**config.mk**
```make
export PLATFORM = sky130hd
export DESIGN_NAME = fsk_manchester_modem_core
export DESIGN_NICKNAME = d
export VERILOG_FILES = /design/src/rtl/modem_pkg.sv /design/src/rtl/sine_rom.sv /design/src/rtl/fsk_manchester_modem_core.sv
export SDC_FILE = /design/constraint.sdc
export NUM_CORES = 1
export LEC_CHECK = 0
export BUFFER_PORTS_ARGS = -buffer_cell sky130_fd_sc_hd__buf_2
export CORE_MARGIN = 5
export CORE_UTILIZATION = 25
export CTS_CLUSTER_SIZE = 40
export DETAILED_ROUTE_END_ITERATION = 10
export SLEW_MARGIN = 20
export SYNTH_ARGS = -nofsm -noshare
export SYNTH_HDL_FRONTEND = slang
export SYNTH_SLANG_ARGS = --single-unit
```
**constraint.sdc**
```tcl
create_clock -name clock -period 2.6 [get_ports clock]
set_clock_uncertainty 0.15 [all_clocks]
set_input_delay 0.13 -clock clock [delete_from_list [all_inputs] [get_ports clock]]
set_output_delay 0.13 -clock clock [all_outputs]
set_load 0.05 [all_outputs]
```
**src/rtl/modem_pkg.sv**
```systemverilog
// shared constants and types for the modem core
package modem_pkg;
    localparam int CLK_HZ = 100000000;
    localparam int MARK_HZ = 1200;
    localparam int SPACE_HZ = 2200;
    localparam int TABLE_LEN = 32;
    localparam int SAMPLE_W = 6;
    localparam int IDX_W = 5;
    localparam int MARK_STEP = CLK_HZ / (MARK_HZ * TABLE_LEN);
    localparam int SPACE_STEP = CLK_HZ / (SPACE_HZ * TABLE_LEN);
    localparam int MAN_HZ = 31250;
    localparam int MAN_HALF = CLK_HZ / (MAN_HZ * 2);
    localparam int FSK_BAUD = 1200;
    localparam int FSK_BIT = CLK_HZ / FSK_BAUD;
    localparam int OSC_START_MS = 50;
    localparam int OSC_START_CYC = CLK_HZ / 1000 * OSC_START_MS;
    localparam int CD_ON_BITS = 6;
    localparam int CD_ON_CYC = FSK_BIT * CD_ON_BITS;
    localparam int CD_OFF_MS = 3;
    localparam int CD_OFF_CYC = CLK_HZ / 1000 * CD_OFF_MS;
    localparam int CNT_W = 24;
    localparam int FIFO_DEPTH = 8;
    localparam int LVL_W = 4;
    localparam int ST_CD_BIT = 1;
    localparam int ST_TXLVL_BIT = 4;
    localparam int ST_RXRDY_BIT = 7;
    localparam int ST_W = 8;
    localparam logic REF_PD_RESET = 1'b1;
    localparam logic [SAMPLE_W-1:0] LINE_MID = 6'h00;
    localparam logic [1:0] CFG_EXT_FAST = 2'h0;
    localparam logic [1:0] CFG_EXT_SLOW = 2'h1;
    localparam logic [1:0] CFG_INT_OSC = 2'h2;
    localparam logic [1:0] CFG_INT_OUT = 2'h3;
    localparam logic [2:0] CK_NONE = 3'h0;
    localparam logic [2:0] CK_3M6864 = 3'h1;
    localparam logic [2:0] CK_1M8432 = 3'h2;
    localparam logic [2:0] CK_1M2288 = 3'h3;
    localparam logic [2:0] CK_4M = 3'h4;
    typedef enum logic [3:0] {
        ARB_RX = 4'b0001,
        ARB_TX = 4'b0010,
        ARB_DUPLEX = 4'b0100,
        ARB_WAIT = 4'b1000
    } arb_t;
endpackage

```
**src/rtl/sine_rom.sv**
```systemverilog
// one sine cycle of 32 signed samples with registered read data
`timescale 1ns/1ps
module sine_rom
    import modem_pkg::*;
(
    input wire logic clock,
    input wire logic nrst,
    input wire logic clkEn,
    input wire logic [IDX_W-1:0] addr,
    output logic [SAMPLE_W-1:0] data
);
    logic [SAMPLE_W-1:0] data_q;
    logic [SAMPLE_W-1:0] data_d;
    logic [SAMPLE_W-1:0] table_c [TABLE_LEN];
    // quarter-wave symmetric table, amplitude 31
    assign table_c = '{6'h00, 6'h06, 6'h0C, 6'h11, 6'h16, 6'h1A, 6'h1D,
        6'h1E, 6'h1F, 6'h1E, 6'h1D, 6'h1A, 6'h16, 6'h11, 6'h0C, 6'h06,
        6'h00, 6'h3A, 6'h34, 6'h2F, 6'h2A, 6'h26, 6'h23, 6'h22, 6'h21,
        6'h22, 6'h23, 6'h26, 6'h2A, 6'h2F, 6'h34, 6'h3A};
    always_comb begin
        data_d = table_c[addr];
    end
    always_ff @(posedge clock or negedge nrst) begin
        if (!nrst) begin
            data_q <= LINE_MID;
        end else if (clkEn) begin
            data_q <= data_d;
        end
    end
    assign data = data_q;
endmodule

```
**src/rtl/fsk_manchester_modem_core.sv**
```systemverilog
// modem core: fsk modulator, carrier detect, manchester encoder, arbitration
`timescale 1ns/1ps
module fsk_manchester_modem_core
    import modem_pkg::*;
(
    input wire logic clock,
    input wire logic nrst,
    input wire logic clkEn,
    input wire logic interfaceSelPin,
    input wire logic manchesterModePin,
    input wire logic fullDuplexPin,
    input wire logic refEnablePin,
    input wire logic crystal_enable_pin,
    input wire logic clock_select_hi,
    input wire logic clock_select_lo,
    input wire logic uartRtsN,
    input wire logic uartTxd,
    input wire logic rtsBit,
    input wire logic ref_power_down_bit_wr,
    input wire logic refPdWrite,
    input wire logic txFifoValid,
    input wire logic txFifoBit,
    input wire logic [LVL_W-1:0] txFifoLevel,
    input wire logic [LVL_W-1:0] rxFifoLevel,
    input wire logic [LVL_W-1:0] txThreshold,
    input wire logic [LVL_W-1:0] rxThreshold,
    input wire logic line_receive_in,
    input wire logic line_receive_filtered_in,
    input wire logic filterSelPin,
    input wire logic carrierPresent,
    output logic txFifoPop,
    output logic rxFifoPush,
    output logic rxFifoBit,
    output logic uartRxd,
    output logic uartRxdOe,
    output logic carrier_detect_out,
    output logic irqOut,
    output logic [ST_W-1:0] statusBits,
    output logic [SAMPLE_W-1:0] line_transmit_out,
    output logic lineHighImpedance,
    output logic manchesterOut,
    output logic internalRefOn,
    output logic oscEnable,
    output logic [2:0] clock_output_sel,
    output logic txEnable,
    output logic rxEnable
);
    // pin synchronisers: first stage read only by the second
    localparam int NS = 12;
    logic [NS-1:0] pin;
    logic [NS-1:0] s1_q, s2_q;
    assign pin = {interfaceSelPin, manchesterModePin, fullDuplexPin,
        refEnablePin, crystal_enable_pin, clock_select_hi, clock_select_lo,
        uartRtsN, uartTxd, line_receive_in, line_receive_filtered_in,
        carrierPresent};
    genvar gi;
    generate
        for (gi = 0; gi < NS; gi++) begin : g_sync
            // no reset: pins keep flowing in power-down, so the modes
            // latched at release are the real pins, not reset zeros
            always_ff @(posedge clock) begin
                if (clkEn) begin
                    s1_q[gi] <= pin[gi];
                    s2_q[gi] <= s1_q[gi];
                end
            end
        end
    endgenerate
    logic sIf, sMan, sFd, sRefEn, sXen, sCfgHi, sCfgLo;
    logic sRtsN, sTxd, sRx, sRxF, sCarrier;
    assign {sIf, sMan, sFd, sRefEn, sXen, sCfgHi, sCfgLo, sRtsN, sTxd,
        sRx, sRxF, sCarrier} = s2_q;

    // mode latches taken once after reset release
    logic latched_q, latched_d, spi_q, spi_d, man_q, man_d, fd_q, fd_d;
    logic refPd_q, refPd_d;
    always_comb begin
        latched_d = 1'b1;
        spi_d = latched_q ? spi_q : sIf;
        man_d = latched_q ? man_q : sMan;
        fd_d = latched_q ? fd_q : sFd;
        refPd_d = (refPdWrite && spi_q) ? ref_power_down_bit_wr : refPd_q;
    end
    always_ff @(posedge clock or negedge nrst) begin
        if (!nrst) begin
            latched_q <= 1'b0;
            spi_q <= 1'b0;
            man_q <= 1'b0;
            fd_q <= 1'b0;
            refPd_q <= REF_PD_RESET;
        end else if (clkEn) begin
            latched_q <= latched_d;
            spi_q <= spi_d;
            man_q <= man_d;
            fd_q <= fd_d;
            refPd_q <= refPd_d;
        end
    end

    // clock configuration, follows the pins live but is cleared to CK_NONE in reset
    logic oscEn_q, oscEn_d, intOsc;
    logic [2:0] ckSel_q, ckSel_d;
    always_comb begin
        intOsc = 1'b0;
        // only the internal oscillator needs the start-up guard
        oscEn_d = 1'b0;
        ckSel_d = CK_NONE;
        if (!man_q) begin
            if (sXen) begin
                intOsc = ({sCfgHi, sCfgLo} == CFG_INT_OSC)
                    || ({sCfgHi, sCfgLo} == CFG_INT_OUT);
                oscEn_d = intOsc;
                if ({sCfgHi, sCfgLo} == CFG_INT_OUT) begin
                    ckSel_d = CK_1M2288;
                end
            end else begin
                case ({sCfgHi, sCfgLo})
                    CFG_EXT_SLOW: ckSel_d = CK_3M6864;
                    CFG_INT_OSC: ckSel_d = CK_1M8432;
                    CFG_INT_OUT: ckSel_d = CK_1M2288;
                    default: ckSel_d = CK_NONE;
                endcase
            end
        end else if (!sXen && sCfgHi) begin
            ckSel_d = CK_4M;
        end
    end
    always_ff @(posedge clock or negedge nrst) begin
        if (!nrst) begin
            oscEn_q <= 1'b0;
            ckSel_q <= CK_NONE;
        end else if (clkEn) begin
            oscEn_q <= oscEn_d;
            ckSel_q <= ckSel_d;
        end
    end

    // oscillator start-up guard
    logic [CNT_W-1:0] osc_q, osc_d;
    logic oscWasOn_q, ready;
    always_comb begin
        osc_d = osc_q;
        if (oscEn_q && !oscWasOn_q) begin
            osc_d = CNT_W'(OSC_START_CYC);
        end else if (osc_q != '0) begin
            osc_d = osc_q - 1'b1;
        end
    end
    // the start edge itself is not ready, else one cycle slips through
    assign ready = (osc_q == '0) && !(oscEn_q && !oscWasOn_q);
    always_ff @(posedge clock or negedge nrst) begin
        if (!nrst) begin
            osc_q <= '0;
            oscWasOn_q <= 1'b0;
        end else if (clkEn) begin
            osc_q <= osc_d;
            oscWasOn_q <= oscEn_q;
        end
    end

    // carrier detect with on/off delay hysteresis
    logic cd_q, cd_d;
    logic [CNT_W-1:0] cdCnt_q, cdCnt_d;
    always_comb begin
        cd_d = cd_q;
        cdCnt_d = '0;
        if (sCarrier != cd_q) begin
            cdCnt_d = cdCnt_q + 1'b1;
            if (cdCnt_q >= CNT_W'(cd_q ? CD_OFF_CYC : CD_ON_CYC)) begin
                cd_d = sCarrier;
                cdCnt_d = '0;
            end
        end
    end

    // arbitration
    arb_t arb_q, arb_d;
    logic txReq;
    always_comb begin
        txReq = man_q ? txFifoValid
            : (spi_q ? rtsBit : !sRtsN);
        arb_d = arb_q;
        case (arb_q)
            ARB_WAIT: if (ready && latched_q) begin
                arb_d = fd_q ? ARB_DUPLEX : ARB_RX;
            end
            ARB_RX: if (txReq && !cd_q) begin
                arb_d = ARB_TX;
            end
            ARB_TX: if (!txReq) begin
                arb_d = ARB_RX;
            end
            ARB_DUPLEX: arb_d = ARB_DUPLEX;
            default: arb_d = ARB_WAIT;
        endcase
        if (!ready) begin
            arb_d = ARB_WAIT;
        end
    end

    // fsk phase accumulator and manchester encoder
    logic [IDX_W-1:0] idx_q, idx_d;
    logic [CNT_W-1:0] div_q, div_d;
    logic [CNT_W-1:0] bitCnt_q, bitCnt_d;
    logic half_q, half_d, manOut_q, manOut_d, curBit_q, curBit_d;
    logic pop_d, txOn;
    assign txOn = (arb_q == ARB_TX) || (arb_q == ARB_DUPLEX);
    always_comb begin
        idx_d = idx_q;
        div_d = div_q;
        bitCnt_d = bitCnt_q;
        half_d = half_q;
        manOut_d = manOut_q;
        curBit_d = curBit_q;
        pop_d = 1'b0;
        if (txOn && !man_q) begin
            // uart bit drives the tone directly; fifo bit in spi
            curBit_d = spi_q ? txFifoBit : sTxd;
            if (div_q == '0) begin
                // reload one short: the zero cycle ends the period
                div_d = CNT_W'((curBit_q ? MARK_STEP : SPACE_STEP)
                    - 1);
                idx_d = idx_q + 1'b1;
            end else begin
                div_d = div_q - 1'b1;
            end
            if (spi_q) begin
                if (bitCnt_q == '0) begin
                    bitCnt_d = CNT_W'(FSK_BIT - 1);
                    pop_d = txFifoValid;
                end else begin
                    bitCnt_d = bitCnt_q - 1'b1;
                end
            end
        end else if (txOn && man_q) begin
            if (bitCnt_q == '0) begin
                bitCnt_d = CNT_W'(MAN_HALF - 1);
                half_d = !half_q;
                if (!half_q) begin
                    curBit_d = txFifoBit;
                    pop_d = txFifoValid;
                    manOut_d = txFifoBit;
                end else begin
                    manOut_d = !curBit_q;
                end
            end else begin
                bitCnt_d = bitCnt_q - 1'b1;
            end
        end else begin
            div_d = '0;
            bitCnt_d = '0;
            half_d = 1'b0;
        end
    end
    logic [SAMPLE_W-1:0] sample;
    sine_rom u_rom (
        .clock(clock),
        .nrst(nrst),
        .clkEn(clkEn),
        .addr(idx_q),
        .data(sample)
    );

    // receive and status outputs
    logic rxOn, rxBit, rxPush_d, rxd_d, cdOut_d, irq_d;
    logic [ST_W-1:0] st_d;
    logic txLow, rxHigh;
    assign rxOn = (arb_q == ARB_RX) || (arb_q == ARB_DUPLEX);
    assign rxBit = filterSelPin ? sRxF : sRx;
    assign txLow = txFifoLevel < txThreshold;
    assign rxHigh = rxFifoLevel >= rxThreshold;
    always_comb begin
        rxPush_d = rxOn && spi_q && cd_q;
        rxd_d = (rxOn && !spi_q) ? rxBit : 1'b1;
        st_d = '0;
        st_d[ST_CD_BIT] = cd_q && !man_q;
        st_d[ST_TXLVL_BIT] = man_q && txLow;
        st_d[ST_RXRDY_BIT] = man_q && rxHigh;
        irq_d = spi_q && (st_d != '0);
        cdOut_d = !spi_q && (man_q ? txLow : cd_q);
    end
    always_ff @(posedge clock or negedge nrst) begin
        if (!nrst) begin
            cd_q <= 1'b0;
            cdCnt_q <= '0;
            arb_q <= ARB_WAIT;
            idx_q <= '0;
            div_q <= '0;
            bitCnt_q <= '0;
            half_q <= 1'b0;
            manOut_q <= 1'b0;
            curBit_q <= 1'b1;
            txFifoPop <= 1'b0;
            rxFifoPush <= 1'b0;
            rxFifoBit <= 1'b0;
            uartRxd <= 1'b1;
            uartRxdOe <= 1'b0;
            carrier_detect_out <= 1'b0;
            irqOut <= 1'b0;
            statusBits <= '0;
            line_transmit_out <= LINE_MID;
            lineHighImpedance <= 1'b1;
            manchesterOut <= 1'b0;
            internalRefOn <= 1'b0;
            oscEnable <= 1'b0;
            clock_output_sel <= CK_NONE;
            txEnable <= 1'b0;
            rxEnable <= 1'b0;
        end else if (clkEn) begin
            cd_q <= cd_d;
            cdCnt_q <= cdCnt_d;
            arb_q <= arb_d;
            idx_q <= idx_d;
            div_q <= div_d;
            bitCnt_q <= bitCnt_d;
            half_q <= half_d;
            manOut_q <= manOut_d;
            curBit_q <= curBit_d;
            txFifoPop <= pop_d;
            rxFifoPush <= rxPush_d;
            rxFifoBit <= rxBit;
            uartRxd <= rxd_d;
            uartRxdOe <= !spi_q && latched_q;
            carrier_detect_out <= cdOut_d;
            irqOut <= irq_d;
            statusBits <= st_d;
            line_transmit_out <= (txOn && !man_q) ? sample : LINE_MID;
            lineHighImpedance <= !txOn;
            manchesterOut <= txOn && man_q && manOut_q;
            // the pin alone decides; the software bit cannot override it
            internalRefOn <= sRefEn;
            oscEnable <= oscEn_q;
            clock_output_sel <= ckSel_q;
            txEnable <= txOn;
            rxEnable <= rxOn;
        end
    end
endmodule

```
==> flow_metrics.py <==
metrics = {
    "synthesis": {
        "synth_edf_count": 24,
        "async_flop_share_pct": 86.0,
        "synth.area.top_cells": "dfrtp_1, edfxtp_1, o21ai_0",
        "yosysSeqAreaShare_pct": 48.7,
        "synth_largest_area_cell": "dfrtp_1",
        "synth_warnings": 0,
        "syn_area_um2": 9100,
        "ys.flop_type": "dfrtp_1",
        "yosys.area.top_type_share_pct": 39.6,
        "synth_seq_cells": 172,
        "postSynthAreaPerCell_um2": 9.49,
        "ys_types": 65,
        "synth_cells": 959,
    },
    "global_routing": {
        "grt_pass1_wl_um": 37100,
        "antenna_found_initial": 0,
        "grt_pass1_vias": 7337,
        "gr-usage-all-layers_pct": 11.0,
        "grt_max_degree": 70,
        "grt_overflow": 0,
    },
    "setup_path": {
        "reg2reg_depth": 6,
        "path_buf_inv": 0,
        "worst_path_largest_cell_delay_ns": 0.55,
        "endpoint_kind": "flip-flop",
        "critPathMaxFanout": 4,
        "worst-path-stages": 6,
        "crit_start": "bitCnt_q[19]",
        "timing.rr.end": "curBit_q",
        "crit_slowest_cell": "or4_4",
        "critPathKind": "reg -> reg",
        "crit_family": "simple AND/OR/NAND/NOR gates",
        "rrSetupSlack_ns": 0.03,
        "regToRegStartpoint": "bitCnt_q[19]",
        "critPathRequiredTime_ns": 2.80,
        "cp_common_cell": "or4_4",
        "crit_path_start_kind": "flip-flop",
        "crit_chain": "or4_4 > or3_4 > or4_4 > o21ai_0 > a31oi_1 > a41oi_1",
        "worst_ep_arrival_time_ns": 2.78,
    },
    "detailed_routing": {
        "vias_per_cell": 4.92,
        "vias": 7628,
        "route.met3.wl_um": 992,
        "drt_pass1_iterations": 7,
        "top_layer_used": "met4",
        "ant_nets": 0,
        "drt_wl_total_um": 22100,
        "met2WireLength_um": 9820,
        "drt_iter0_drc": 524,
        "drc": 0,
        "wl_per_cell_um": 14.2,
        "wl_met1_um": 10700,
    },
    "floorplanning": {
        "core_um2": 35700,
        "fp.dieW_um": 201,
        "die_y_um": 201,
        "start_util_pct": 25.4,
        "die_area_um2": 40300,
        "io_pins": 67,
        "num_rows": 69,
    },
    "finish": {
        "utilization_pct": 31.1,
        "layout-drive-gt1-share_pct": 18.2,
        "layout_commonest_cell": "dfrtp_1",
        "final_cells": 1550,
        "fin_area_um2": 11100,
        "synthToLayoutAreaGrowth_pct": 22.4,
        "multi_input_area_um2": 4440,
        "regArea_um2": 4430,
        "final_cell_mix": "dfrtp_1, nand2_1, o21ai_0",
        "fill_cells": 3764,
        "nets": 1147,
    },
    "placement": {
        "port_buffers": 59,
        "globalplace.congestion": 0.843,
        "place_area_um2": 10300,
        "place_inst": 1496,
        "pre_cts_slack_ns": 0.00112,
        "hpwl_um": 15700,
    },
    "sta": {
        "slew_headroom_pct": 54.4,
        "final.setup.worst_slack_ns": 0.0255,
        "worst_pin_slew_ns": 0.683,
        "rsz0062_at_grt": "true",
        "period_needed_ns": 2.57,
        "max_freq_mhz": 388,
        "drv_slew": 0,
        "final.period_utilization_pct": 99.0,
        "hold_violations": 0,
        "setup_viol": 0,
    },
    "clock_tree": {
        "ctsRootBufferMaster": "clkbuf_16",
        "cts_buffers": 17,
        "cts.sinks": 172,
        "clock_path_buffers": 2,
        "cts_tree": "yes",
        "clk_latency_ns": 0.44,
        "clk_pin_slew_worst_paths_ns": 0.07,
        "htree_levels": 4,
    },
    "hold_path": {
        "min_path_type": "in -> reg",
        "min_path_cells": 5,
        "hp-start": "txFifoLevel[3]",
        "holdPathEnd": "carrier_detect_out",
    },
    "power_and_ir_drop": {
        "p_leak_nw": 4.88,
        "power_density_nw_per_um2": 635,
        "peakVddDrop_uv": 514,
    },
    "status": {
        "status": "finished clean",
    },
    "job": {
        "drv_cap": 0,
    },
}
[registers in the layout, summed over array words and instances (netlist names), 4 cells and up]
register           count
idx_q                  5
u_rom.data             6
osc_q                 24
line_transmit_out      6
div_q                 24
bitCnt_q              24
cdCnt_q               24
s1_q                  12
arb_q                  4
[metal layers]
layer	track usage [%]	vias to the layer above
met5	0	-
met4	4.03	0
met3	2.55	33
met2	16.9	171
met1	15.2	3683
li1	-	3741
[cell families after synthesis]
family / count (synthesis) / synth area share [%]
compound gates: 251 / 17.1
xor+xnor: 17 / 1.64
fa+ha+maj: 35 / 4.81
buf+inv: 84 / 3.71
flops: 172 / 48.7
mux: 27 / 3.49
other cells: 1 / 0.0412
simple gates: 372 / 20.5
[worst reg2reg max path: cells and delay by family (launching register included)]
family,cells,cell delay [ns]
AO/OA/AOI/OAI,3,0.52
flip-flops,1,0.37
AND/OR/NAND/NOR,3,1.44
[synth_stat cells (all sizes together) (6+ instances only)]
master / count
a21oi: 56
nand4: 11
clkbuf: 31
o21ai: 90
o22ai: 7
mux2: 18
nor2b: 16
xnor2: 11
o311ai: 6
a211oi: 11
nor2: 85
a21o: 13
inv: 40
nand3: 42
and3: 13
nand2: 89
edfxtp: 24
mux2i: 7
buf: 12
or3: 20
nand2b: 10
ha: 35
dfrtp: 144
o41ai: 7
a22o: 11
nor4: 18
o31ai: 11
a31oi: 15
nor3: 38
and2: 6
xor2: 6
[where the power goes]
part / switching [mW] / internal (mW) / leakage [nW]
combinational: 0.792 / 0.584 / 2.44
sequential: 0.219 / 2.97 / 2.17
clock: 1.09 / 1.41 / 0.275
total: 2.10 / 4.97 / 4.88
[cell type report]
type / count / share of cell area, %
diodes: 1 / 0.0225
clock buffers: 21 / 4.24
clock inverters: 11 / 0.967
inverters: 41 / 1.38
multi-input cells: 707 / 39.9
flip-flops and latches: 172 / 39.8
well taps: 461 / 5.18
repair buffers: 136 / 8.53
[metrics by stage]
step / power [mW] / hold slack (ns) / TNS (ns)
after floorplan: 4.04 / -0.316 / -0.0151
after global placement: 4.50 / 0.0528 / 0
after detailed placement: 4.54 / 0.0549 / 0
after CTS: 7.10 / 0.0332 / 0
after global routing: 7.47 / 0.0830 / -0.144
final: 7.07 / 0.0381 / 0
[timing repair]
action,CTS,global route
pin swaps,0,9
hold buffers,17,0
buffers inserted,0,4
endpoints found under the setup margin,2,47
resized for setup,1,21
hold endpoints to repair,85,0
[worst max path at each step]
stage	to	slack, ns
final	curBit_q	0.03
after global routing	half_q	-0.05
after CTS	cdCnt_q[13]	0.008
after detailed placement	cdCnt_q[6]	0.001
after global placement	bitCnt_q[3]	0.04
after floorplan	manOut_q	-0.02
No activity file was read; power rests on OpenSTA's default activity.
